`config.mk`:
```
export PLATFORM = sky130hd
export DESIGN_NAME = phy_event_status_and_error_counters
export DESIGN_NICKNAME = d
export VERILOG_FILES = /design/src/event_status_pkg.sv /design/src/phy_event_status_and_error_counters.sv /design/src/sat_event_counter.sv /design/src/latched_event_bits.sv
export VERILOG_INCLUDE_DIRS = /design/src
export SDC_FILE = /design/constraint.sdc
export NUM_CORES = 1
export LEC_CHECK = 0
export BUFFER_PORTS_ARGS = -buffer_cell sky130_fd_sc_hd__buf_2
export CORE_MARGIN = 2
export CORE_UTILIZATION = 44
export CTS_CLUSTER_DIAMETER = 150
export DETAILED_ROUTE_END_ITERATION = 12
export HOLD_SLACK_MARGIN = 0.02
export PLACE_DENSITY_LB_ADDON = 0.12
export REMOVE_ABC_BUFFERS = 1
export SLEW_MARGIN = 20
export SYNTH_ARGS = -nofsm -noshare
export SYNTH_HDL_FRONTEND = slang
export SYNTH_SLANG_ARGS = --single-unit
export TNS_END_PERCENT = 30
```
`constraint.sdc`:
```
create_clock -name clk_i -period 1.6 [get_ports clk_i]
set_input_delay 0.16 -clock clk_i [delete_from_list [all_inputs] [get_ports clk_i]]
set_output_delay 0.16 -clock clk_i [all_outputs]
set_load 0.1 [all_outputs]
```
`src/event_status_map.svh`:
```
`ifndef EVENT_STATUS_MAP_SVH
`define EVENT_STATUS_MAP_SVH

// register indices; the byte address is four times the index
`define IDX_INT_STATUS_ENABLE_2 8'h13
`define IDX_FALSE_CARRIER_COUNT 8'h14
`define IDX_RECEIVE_ERROR_COUNT 8'h15
`define IDX_HALF_FULL_CONTROL 8'h18

// field positions
`define STATUS_LSB 8
`define ENABLE_LSB 0
`define HF_EN_FALSE_CARRIER_BIT 1
`define HF_EN_RECEIVE_ERROR_BIT 0
`define HF_STAT_FALSE_CARRIER_BIT 9
`define HF_STAT_RECEIVE_ERROR_BIT 8

// reset values
`define RESET_ENABLES 8'h00
`define RESET_HF_ENABLES 2'h0
`define RESET_COUNT 16'h0000

// half-full thresholds
`define HALF_FULL_FALSE_CARRIER 8'h7F
`define HALF_FULL_RECEIVE_ERROR 16'h007F

`endif

```
`src/event_status_pkg.sv`:
```
package event_status_pkg;

   typedef struct packed
   {
      logic eee_error;
      logic an_error;
      logic page_received;
      logic lb_fifo_overflow;
      logic lb_fifo_underflow;
      logic mdix_state;
      logic sleep_event;
      logic rx_polarity;
      logic wake_packet;
      logic jabber;
   } phy_event_type;

   typedef struct packed
   {
      logic false_carrier;
      logic rx_dv;
      logic carrier_valid;
      logic symbol_error;
      logic mii_loopback;
   } rx_stat_type;

   typedef struct packed
   {
      logic cyc;
      logic stb;
      logic we;
      logic [31:0] adr;
      logic [3:0] sel;
      logic [31:0] dat;
   } wb_req_type;

endpackage

```
`src/phy_event_status_and_error_counters.sv`:
```
// Function
// - bit 15 latches an energy-efficient-Ethernet error until read; resets to zero.
// - bit 14 latches an auto-negotiation error event as pending.
// - bit 13 latches when a page arrives from the link partner.
// - bit 12 latches on loopback FIFO overflow or underflow, one shared bit.
// - bit 11 latches whenever the crossover state changes.
// - bit 10 latches on any sleep-mode event.
// - bit 9 latches on receive polarity change or wake packet.
// - bit 8 latches when jabber is detected.
// - bits 7..0 are read-write enables pairing with bits 15..8, reset zero.
// - 8-bit false-carrier counter in bits 7:0 counts events; upper bits zero.
// - false-carrier counter stops at its maximum.
// - false-carrier counter passing half-full raises an event.
// - reading a counter register clears that counter.
// - 16-bit receive-error counter counts invalid symbols with carrier and rx_dv.
// - receive-error counter holds still in MII loopback mode.
// - receive-error counter stops at its maximum.
// - receive-error counter passing 0x7F raises the half-full event.
// - false-carrier half-full event reaches interrupt only when its enable set.
// - receive-error half-full event reaches interrupt only when its enable set.
`include "event_status_map.svh"
`timescale 1ns/100ps
`default_nettype none

module phy_event_status_and_error_counters
#(
   parameter int FC_WIDTH = 8,
   parameter int RE_WIDTH = 16
)
(
   // clock and reset
   input wire logic clk_i,
   input wire logic rst_i,
   // wishbone slave
   input wire event_status_pkg::wb_req_type wb_req_i,
   output logic [31:0] wb_dat_o,
   output logic wb_ack_o,
   // phy event sources
   input wire event_status_pkg::phy_event_type events_i,
   input wire event_status_pkg::rx_stat_type rx_i,
   // interrupt
   output logic irq_o
);

   // ==========================================================
   // address decode
   // ==========================================================

   function automatic logic hit(input logic [31:0] adr,
                                input logic [7:0] idx);
      hit = (adr[31:10] == 22'h0) && (adr[9:2] == idx);
   endfunction

   logic req;
   logic rd;
   logic wr;
   logic hit_status;
   logic hit_fc;
   logic hit_re;
   logic hit_hf;

   assign req = wb_req_i.cyc && wb_req_i.stb && !wb_ack_o;
   assign rd = req && !wb_req_i.we;
   assign wr = req && wb_req_i.we;
   assign hit_status = hit(wb_req_i.adr, `IDX_INT_STATUS_ENABLE_2);
   assign hit_fc = hit(wb_req_i.adr, `IDX_FALSE_CARRIER_COUNT);
   assign hit_re = hit(wb_req_i.adr, `IDX_RECEIVE_ERROR_COUNT);
   assign hit_hf = hit(wb_req_i.adr, `IDX_HALF_FULL_CONTROL);

   // ==========================================================
   // event conditioning
   // ==========================================================

   logic mdix_prev_q;
   logic polarity_prev_q;
   logic prev_valid_q;
   logic mdix_change;
   logic polarity_change;

   always_ff @(posedge clk_i)
   begin
      if (rst_i)
      begin
         mdix_prev_q <= 1'b0;
         polarity_prev_q <= 1'b0;
      end
      else
      begin
         mdix_prev_q <= events_i.mdix_state;
         polarity_prev_q <= events_i.rx_polarity;
      end
   end

   // no change is reported before a first sample exists
   always_ff @(posedge clk_i)
   begin
      if (rst_i)
         prev_valid_q <= 1'b0;
      else
         prev_valid_q <= 1'b1;
   end

   assign mdix_change = prev_valid_q &&
                        (mdix_prev_q != events_i.mdix_state);
   assign polarity_change = prev_valid_q &&
                            (polarity_prev_q != events_i.rx_polarity);

   logic [7:0] cond;

   always_comb
   begin
      cond[7] = events_i.eee_error;
      cond[6] = events_i.an_error;
      cond[5] = events_i.page_received;
      cond[4] = events_i.lb_fifo_overflow |
                events_i.lb_fifo_underflow;
      cond[3] = mdix_change;
      cond[2] = events_i.sleep_event;
      cond[1] = polarity_change | events_i.wake_packet;
      cond[0] = events_i.jabber;
   end

   // ==========================================================
   // latched status
   // ==========================================================

   logic [7:0] status;
   logic status_clear;

   assign status_clear = rd && hit_status;

   latched_event_bits
   #(
      .N(8)
   )
   u_status
   (
      .clk_i(clk_i),
      .rst_i(rst_i),
      .cond_i(cond),
      .clear_i(status_clear),
      .status_o(status)
   );

   // ==========================================================
   // enables
   // ==========================================================

   logic [7:0] enable_q;
   logic [1:0] hf_enable_q;

   always_ff @(posedge clk_i)
   begin
      if (rst_i)
         enable_q <= `RESET_ENABLES;
      else if (wr && hit_status && wb_req_i.sel[0])
         enable_q <= wb_req_i.dat[7:0];
   end

   always_ff @(posedge clk_i)
   begin
      if (rst_i)
         hf_enable_q <= `RESET_HF_ENABLES;
      else if (wr && hit_hf && wb_req_i.sel[0])
      begin
         hf_enable_q[1] <= wb_req_i.dat[`HF_EN_FALSE_CARRIER_BIT];
         hf_enable_q[0] <= wb_req_i.dat[`HF_EN_RECEIVE_ERROR_BIT];
      end
   end

   // ==========================================================
   // counters
   // ==========================================================

   logic [FC_WIDTH-1:0] fc_count;
   logic [RE_WIDTH-1:0] re_count;
   logic fc_half;
   logic re_half;
   logic fc_clear;
   logic re_clear;
   logic re_inc;

   assign fc_clear = rd && hit_fc;
   assign re_clear = rd && hit_re;
   assign re_inc = rx_i.carrier_valid && rx_i.rx_dv &&
                   rx_i.symbol_error &&
                   !rx_i.mii_loopback;

   sat_event_counter
   #(
      .WIDTH(FC_WIDTH),
      .HALF(FC_WIDTH'(`HALF_FULL_FALSE_CARRIER))
   )
   u_fc_count
   (
      .clk_i(clk_i),
      .rst_i(rst_i),
      .inc_i(rx_i.false_carrier),
      .clear_i(fc_clear),
      .count_o(fc_count),
      .half_full_o(fc_half)
   );

   sat_event_counter
   #(
      .WIDTH(RE_WIDTH),
      .HALF(RE_WIDTH'(`HALF_FULL_RECEIVE_ERROR))
   )
   u_re_count
   (
      .clk_i(clk_i),
      .rst_i(rst_i),
      .inc_i(re_inc),
      .clear_i(re_clear),
      .count_o(re_count),
      .half_full_o(re_half)
   );

   // ==========================================================
   // half-full latches
   // ==========================================================

   logic [1:0] hf_status_q;
   logic hf_clear;

   assign hf_clear = rd && hit_hf;

   always_ff @(posedge clk_i)
   begin
      if (rst_i)
         hf_status_q <= 2'h0;
      else
      begin
         hf_status_q[1] <= fc_half | (hf_status_q[1] & ~hf_clear);
         hf_status_q[0] <= re_half | (hf_status_q[0] & ~hf_clear);
      end
   end

   // ==========================================================
   // interrupt
   // ==========================================================

   always_ff @(posedge clk_i)
   begin
      if (rst_i)
         irq_o <= 1'b0;
      else
         irq_o <= (|(status & enable_q)) |
                  (hf_status_q[1] & hf_enable_q[1]) |
                  (hf_status_q[0] & hf_enable_q[0]);
   end

   // ==========================================================
   // read mux and acknowledge
   // ==========================================================

   logic [31:0] rdata;

   always_comb
   begin
      rdata = 32'h0000_0000;
      if (hit_status)
      begin
         rdata[`STATUS_LSB +: 8] = status;
         rdata[`ENABLE_LSB +: 8] = enable_q;
      end
      else if (hit_fc)
         rdata[FC_WIDTH-1:0] = fc_count;
      else if (hit_re)
         rdata[RE_WIDTH-1:0] = re_count;
      else if (hit_hf)
      begin
         rdata[`HF_STAT_FALSE_CARRIER_BIT] = hf_status_q[1];
         rdata[`HF_STAT_RECEIVE_ERROR_BIT] = hf_status_q[0];
         rdata[`HF_EN_FALSE_CARRIER_BIT] = hf_enable_q[1];
         rdata[`HF_EN_RECEIVE_ERROR_BIT] = hf_enable_q[0];
      end
   end

   always_ff @(posedge clk_i)
   begin
      if (rst_i)
         wb_ack_o <= 1'b0;
      else
         wb_ack_o <= req;
   end

   // unmapped addresses answer with zero data
   always_ff @(posedge clk_i)
   begin
      if (rst_i)
         wb_dat_o <= 32'h0000_0000;
      else if (rd)
         wb_dat_o <= rdata;
   end

endmodule

`default_nettype wire

```
`src/sat_event_counter.sv`:
```
`timescale 1ns/100ps
`default_nettype none

module sat_event_counter
#(
   parameter int WIDTH = 8,
   parameter logic [WIDTH-1:0] HALF = '1 >> 1
)
(
   // clock and reset
   input wire logic clk_i,
   input wire logic rst_i,
   // control
   input wire logic inc_i,
   input wire logic clear_i,
   // result
   output logic [WIDTH-1:0] count_o,
   output logic half_full_o
);

   localparam logic [WIDTH-1:0] MAX = '1;

   logic at_max;
   assign at_max = (count_o == MAX);

   always_ff @(posedge clk_i)
   begin
      if (rst_i)
         count_o <= '0;
      else if (clear_i)
         count_o <= inc_i ? {{(WIDTH-1){1'b0}}, 1'b1} : '0;
      else if (inc_i && !at_max)
         count_o <= count_o + 1'b1;
   end

   // one pulse when the count steps past the threshold
   always_ff @(posedge clk_i)
   begin
      if (rst_i)
         half_full_o <= 1'b0;
      else
         half_full_o <= inc_i && !clear_i && (count_o == HALF);
   end

endmodule

`default_nettype wire

```
`src/latched_event_bits.sv`:
```
`timescale 1ns/100ps
`default_nettype none

module latched_event_bits
#(
   parameter int N = 8
)
(
   // clock and reset
   input wire logic clk_i,
   input wire logic rst_i,
   // conditions and clear
   input wire logic [N-1:0] cond_i,
   input wire logic clear_i,
   // latched state
   output logic [N-1:0] status_o
);

   genvar i;
   generate
      for (i = 0; i < N; i++)
      begin : g_bit
         // a condition present during the clear keeps the bit set
         always_ff @(posedge clk_i)
         begin
            if (rst_i)
               status_o[i] <= 1'b0;
            else
               status_o[i] <= cond_i[i] | (status_o[i] & ~clear_i);
         end
      end
   endgenerate

endmodule

`default_nettype wire

```
Word level (Yosys, flattened, before mapping). Cells that the tools add are included.

Multiplexer cells: 16. Bitwise operators: 29. Add/sub/neg operators: 2. Eq/ne operators: 10. Reductions and logical operators: 38.

Operators by type and width (count): $mux 16 (3); $eq 8x5->1 const B (4); $mux 8 (4); $logic_and 1x1->1 (27); $logic_not 22->1 (1); $add 16x1->16 const B (1); $eq 16x16->1 const B (1); $eq 16x7->1 const B (1); $or 1x1->1 (14); $and 1x1->1 (12); $mux 6 (2); $add 8x1->8 const B (1); $and 8x8->8 (1); $eq 8x7->1 const B (1); $eq 8x8->1 const B (1); $mux 2 (4); $reduce_or 8->1 (1); $logic_not 1->1 (7); $reduce_bool 2->1 (2); $mux 1 (3); $ne 1x1->1 (2); $not 1->1 (2).

Input bits: 88. Register bits after elaboration: 67. Output and inout bits: 34.

Logic depth before layout (Yosys ltp).
Word-level depth: 7. Depth in mapped cells: 8.

Modules after synthesis. From an unflattened synthesis, not the netlist that was laid out.

Cells, all modules: 460. Area total of the unflattened synthesis: 3828.7 sq um.

Modules (own cells, without submodules): phy_event_status_and_error_counters (sequential area each 660.6 sq um, cells an instance 265, area each 2147.1 sq um, instances 1); sat_event_counter (u_re_count) (sequential area each 340.3 sq um, cells an instance 108, area each 877.1 sq um, instances 1); sat_event_counter (u_fc_count) (sequential area each 180.2 sq um, cells an instance 54, area each 500.5 sq um, instances 1); latched_event_bits (sequential area each 160.2 sq um, cells an instance 33, area each 304.0 sq um, instances 1).

Least setup slack after synthesis. OpenSTA, ideal clock, no wires.

Path type: register -> register. Start point: reg wb_ack_o. End point: reg enable_q[0]. Setup time: 0.128 ns. Data arrival time: 2.100 ns. Slack: -0.627 ns. Cell stages (with the launch flop): 6. Buffers on the path: 0. Path through: dfxtp_1 nand3b_1 or2_2 nor4_4 mux2i_1 nor2_1.

Longest elaborated chain between the ends: 5.

RTL lines: from (decl) (RTL line phy_event_status_and_error_counters.sv:37) `output logic wb_ack_o,`; from (signal assigned) (RTL line phy_event_status_and_error_counters.sv:285) `wb_ack_o <= req;`; $logic_not 1->1 (RTL line phy_event_status_and_error_counters.sv:62) `assign req = wb_req_i.cyc && wb_req_i.stb && !wb_ack_o;`; $logic_and 1x1->1 (RTL line phy_event_status_and_error_counters.sv:62); $logic_and 1x1->1 (RTL line phy_event_status_and_error_counters.sv:64) `assign wr = req && wb_req_i.we;`; $logic_and 1x1->1 (2 in series) (RTL line phy_event_status_and_error_counters.sv:156) `else if (wr && hit_status && wb_req_i.sel[0])`; to (signal assigned) (RTL line phy_event_status_and_error_counters.sv:155) `` enable_q <= `RESET_ENABLES; ``; to (signal assigned) (RTL line phy_event_status_and_error_counters.sv:157) `enable_q <= wb_req_i.dat[7:0];`; to (decl) (RTL line phy_event_status_and_error_counters.sv:149) `logic [7:0] enable_q;`.

No other way between the ends. A chain may end at the register's enable or synchronous reset.

Final worst setup path.
Start point: reg u_re_count.count_o[8]. End point: reg u_re_count.count_o[0].

Longest elaborated chain between the ends: 4.

RTL lines: from (decl) (RTL line sat_event_counter.sv:17) `output logic [WIDTH-1:0] count_o,`; from (signal assigned) (RTL line sat_event_counter.sv:31) `count_o <= inc_i ? {{(WIDTH-1){1'b0}}, 1'b1} : '0;`; from (signal assigned) (RTL line sat_event_counter.sv:33) `count_o <= count_o + 1'b1;`; $eq 16x16->1 (RTL line sat_event_counter.sv:24) `assign at_max = (count_o == MAX);`; $logic_not 1->1 (RTL line sat_event_counter.sv:32) `else if (inc_i && !at_max)`; $logic_and 1x1->1 (RTL line sat_event_counter.sv:32); $reduce_bool 2->1 (no source line).

No other way between the ends.

==> flow_summary_export.csv <==
group,metric,value,unit
power,p_int,2.76,mW
hold_path,min_from,"events_i[6]",
worst_setup_path,required,1.82,ns
hold_path,hp-class,"input pin to flip-flop",
place,place_inst,578,
clocking,cts_buffers,9,
final_layout,drive_gt1_frac,0.351,
timing,setup-tns-final,-0.125,ns
worst_setup_path,slowest_delay,0.39,ns
routing,drt-vias-per-instance,5.20,
timing,period_needed,1.64,ns
clocking,clk_pin_slew,0.08,ns
worst_setup_path,slowest_stage,"nor4_2",
timing,hold_viol_final,0,
run,maxCapViolCount,0,
clocking,clock_path_buffers,2,
routing,final_antenna_net_count,0,
die,coreArea,7210,µm²
timing,fin_worst_skew,0.00843,ns
grt,grt_pass1_wl,14300,µm
timing,post-route-period-util,1.02,
place,dp_hpwl,6720,µm
die,num_rows,31,
place,port-buffer-count,76,
worst_setup_path,r2r_start,"u_re_count.count_o[8]",
worst_setup_path,cp.arrival,1.85,ns
synthesis,ys_warn_count,0,
status,outcome,"finished, violations left",
routing,wl,8830,µm
clocking,h-tree-depth,3,
timing,rsz0062_at_grt,"yes",
synthesis,post-synth-top-area-fraction,0.413,
hold_path,min_path_cells,3,
worst_setup_path,rr_worst_depth,6,
timing,final_max_slew_viol_count,0,
grt,grt_max_degree,18,
power,switchingPower,1.00,mW
die,die_h,89.9,µm
synthesis,netlist_area,3240,µm²
routing,dr.first_iter.drc_count,154,
place,gp_congestion,0.876,
power,total_power,3.76,mW
final_layout,area_growth,37.3,%
clocking,cts_sinks,67,
worst_setup_path,r2r-end,"u_re_count.count_o[0]",
synthesis,synth-edff-count,0,
grt,grt_usage,0.221,
worst_setup_path,path_class,"flip-flop to flip-flop",
synthesis,synth.area.top_cells,"dfxtp_1, nor2_1, xnor2_1",
clocking,cts_tree,"done",
power,powerDensity,843,nW/µm²
power,pwr-share-seq,0.456,
power,vdd_ir_drop_max,437,µV
worst_setup_path,r2r_setup_slack,-0.04,ns
power,power.leakage,1.84,nW
clocking,insertion_delay,0.34,ns
worst_setup_path,cp_max_fo,11,
synthesis,synth_top_cell_by_area,"dfxtp_1",
power,clock_power_share,0.427,
synthesis,avgSynthCellArea,9.06,µm²
power,comb_power_share,0.117,
final_layout,seqCellArea,1340,µm²
final_layout,fillCellCount,676,
final_layout,stdcell_count,600,
routing,wl_per_cell,14.7,µm
power,p_sw_frac,0.266,
worst_setup_path,path_cells,"nand4_1, nor4_2, buf_4, nor2_1, o21ai_0, a21oi_1",
synthesis,postSynth.asyncResetShare,0,
routing,via_count,3120,
synthesis,yosysSeqAreaShare,0.413,
grt,grt_pass1_vias,3018,
die,die_w,89.9,µm
timing,fmax,610,MHz
status,violations,"negative setup slack",
die,start_util,0.450,
grt,antenna_found_initial,0,
synthesis,synthFlopType,"dfxtp_1",
die,dieArea,8080,µm²
final_layout,layout.nets,586,
hold_path,hold_end,"u_status.status_o[4]",
synthesis,ys_ff_latch,67,
clocking,cts_setup_buffers,0,
timing,setup_ws,-0.0387,ns
worst_setup_path,startpoint_type,"flip-flop",
clocking,cts-root-buf,"clkbuf_8",
synthesis,postSynthCellCount,358,
timing,final-setup-viol-count,8,
grt,overflow,0,
routing,first_pass_iters,4,
routing,drcViolationCount,0,
final_layout,antenna_cells,0,
synthesis,synth.distinct_cells,55,
die,ios,122,
worst_setup_path,critPathCaptureType,"flip-flop",
final_layout,multi_input_area,1820,µm²
## per-layer routing
layer | GRT usage | share of wire | wire length, µm | up-vias
li1 | - | - | - | 1558
met1 | 0.283 | 0.45 | 4000 | 1465
met2 | 0.371 | 0.49 | 4300 | 89
met3 | 0.0536 | 0.051 | 452 | 8
met4 | 0.0679 | 0.0086 | 76 | 0
met5 | 0 | 0 | 0 | -
## placed cells by master, fill, tap and decap left out, types with 3 or more instances in the layout
cell type	n
a21oi_1	12
a221oi_1	3
a222oi_1	6
a22o_1	10
a22oi_1	10
and2_1	3
and4_1	3
buf_12	3
buf_2	76
buf_4	56
clkbuf_8	10
conb_1	16
dfxtp_1	66
dlygate4sd3_1	6
inv_1	6
mux2i_1	10
nand2_1	15
nand3_1	13
nand4_1	5
nor2_1	58
nor2b_1	4
nor3_1	12
nor3b_1	3
nor4_1	6
nor4_4	4
o21ai_0	12
xnor2_1	19
xor2_1	3
## cell families after synthesis
family                     after synthesis  synth area share
muxes                                   11            0.0339
other                                    1           0.00116
DFF                                     67             0.413
buffers and inverters                   35            0.0632
AOI/OAI and AO/OA                       67             0.149
and+or+nand+nor                        153             0.272
xor gates and xnor gates                22            0.0594
adders and majority gates                2           0.00771
## worst max-delay path by stage
stage / from / endpoint / slack [ns]
final: u_re_count.count_o[8] / u_re_count.count_o[0] / -0.04
after global routing: u_re_count.count_o[8] / u_re_count.count_o[3] / -0.13
after CTS: wb_ack_o / enable_q[7] / -0.05
after detailed placement: wb_req_i[47] / enable_q[7] / -0.16
after global placement: wb_req_i[65] / u_fc_count.half_full_o / -0.11
after floorplan: u_re_count.count_o[0] / u_re_count.count_o[0] / -0.74
## synth_stat cells, types with 2 or more instances
cell / count
a22oi_1: 10
nor2_1: 59
nor2b_1: 4
a32oi_1: 2
inv_1: 6
nand2b_1: 2
ha_1: 2
nand4_1: 5
xnor2_1: 19
clkbuf_1: 7
a211oi_1: 2
nor4b_1: 2
a32o_1: 2
a2bb2oi_1: 2
or2_2: 3
xor2_1: 3
mux2i_1: 11
o2111ai_1: 2
buf_4: 16
nor4_4: 4
nor3_1: 12
a21oi_1: 12
and4_1: 4
nor3b_1: 3
nor4_1: 7
a222oi_1: 6
a22o_1: 10
a221oi_1: 3
buf_2: 5
o21ai_0: 12
dfxtp_1: 67
nand2_1: 15
nand4_2: 2
and2_1: 3
nand3_1: 14
## power groups by stage
stage	Sequential (mW)	Clock (mW)	Combinational, mW
after CTS	1.71	1.64	0.437
after global routing	1.72	1.72	0.470
final	1.71	1.60	0.441
after detailed placement	1.75	0	0.423
after floorplan	1.76	0	0.247
after global placement	1.75	0	0.417
## state kept, by name, indices dropped and copies added (netlist names), 2 cells and up
signal	cells
u_status.status_o	8
u_re_count.count_o	16
enable_q	8
wb_dat_o	16
u_fc_count.count_o	8
hf_enable_q	2
hf_status_q	2
## critical path, delay by kind of cell, from the launching register on
family          cells  cell delay, ns
compound gates      2            0.23
simple gates        3            0.69
buf+inv             1            0.24
flops               1            0.33
## layout make-up
type | instances | share of cell area
clock buffers | 10 | 0.0309
repair buffers | 141 | 0.207
inverters | 6 | 0.00505
multi-input cells | 271 | 0.409
clock inverters | 6 | 0.0197
well taps | 99 | 0.0278
flip-flops and latches | 67 | 0.301
## through the flow
step | cell area, µm² | util | hold WS (ns) | setup WS (ns)
after floorplan | 3120 | - | 0.229 | -0.739
after global placement | 4100 | 0.569 | 0.364 | -0.111
after detailed placement | 4100 | 0.569 | 0.372 | -0.164
after CTS | 4410 | 0.611 | 0.0218 | -0.0457
after global routing | 4460 | 0.618 | 0.0358 | -0.125
final | 4460 | 0.618 | 0.0271 | -0.0387
## repair_timing
item,in CTS,in global routing
gates cloned,0,0
hold buffers,6,0
hold endpoints to repair,6,0
pin swaps,4,4
gates resized for setup,4,12
setup endpoints to repair,25,53
Note: power is estimated with default switching activity, not from simulation.
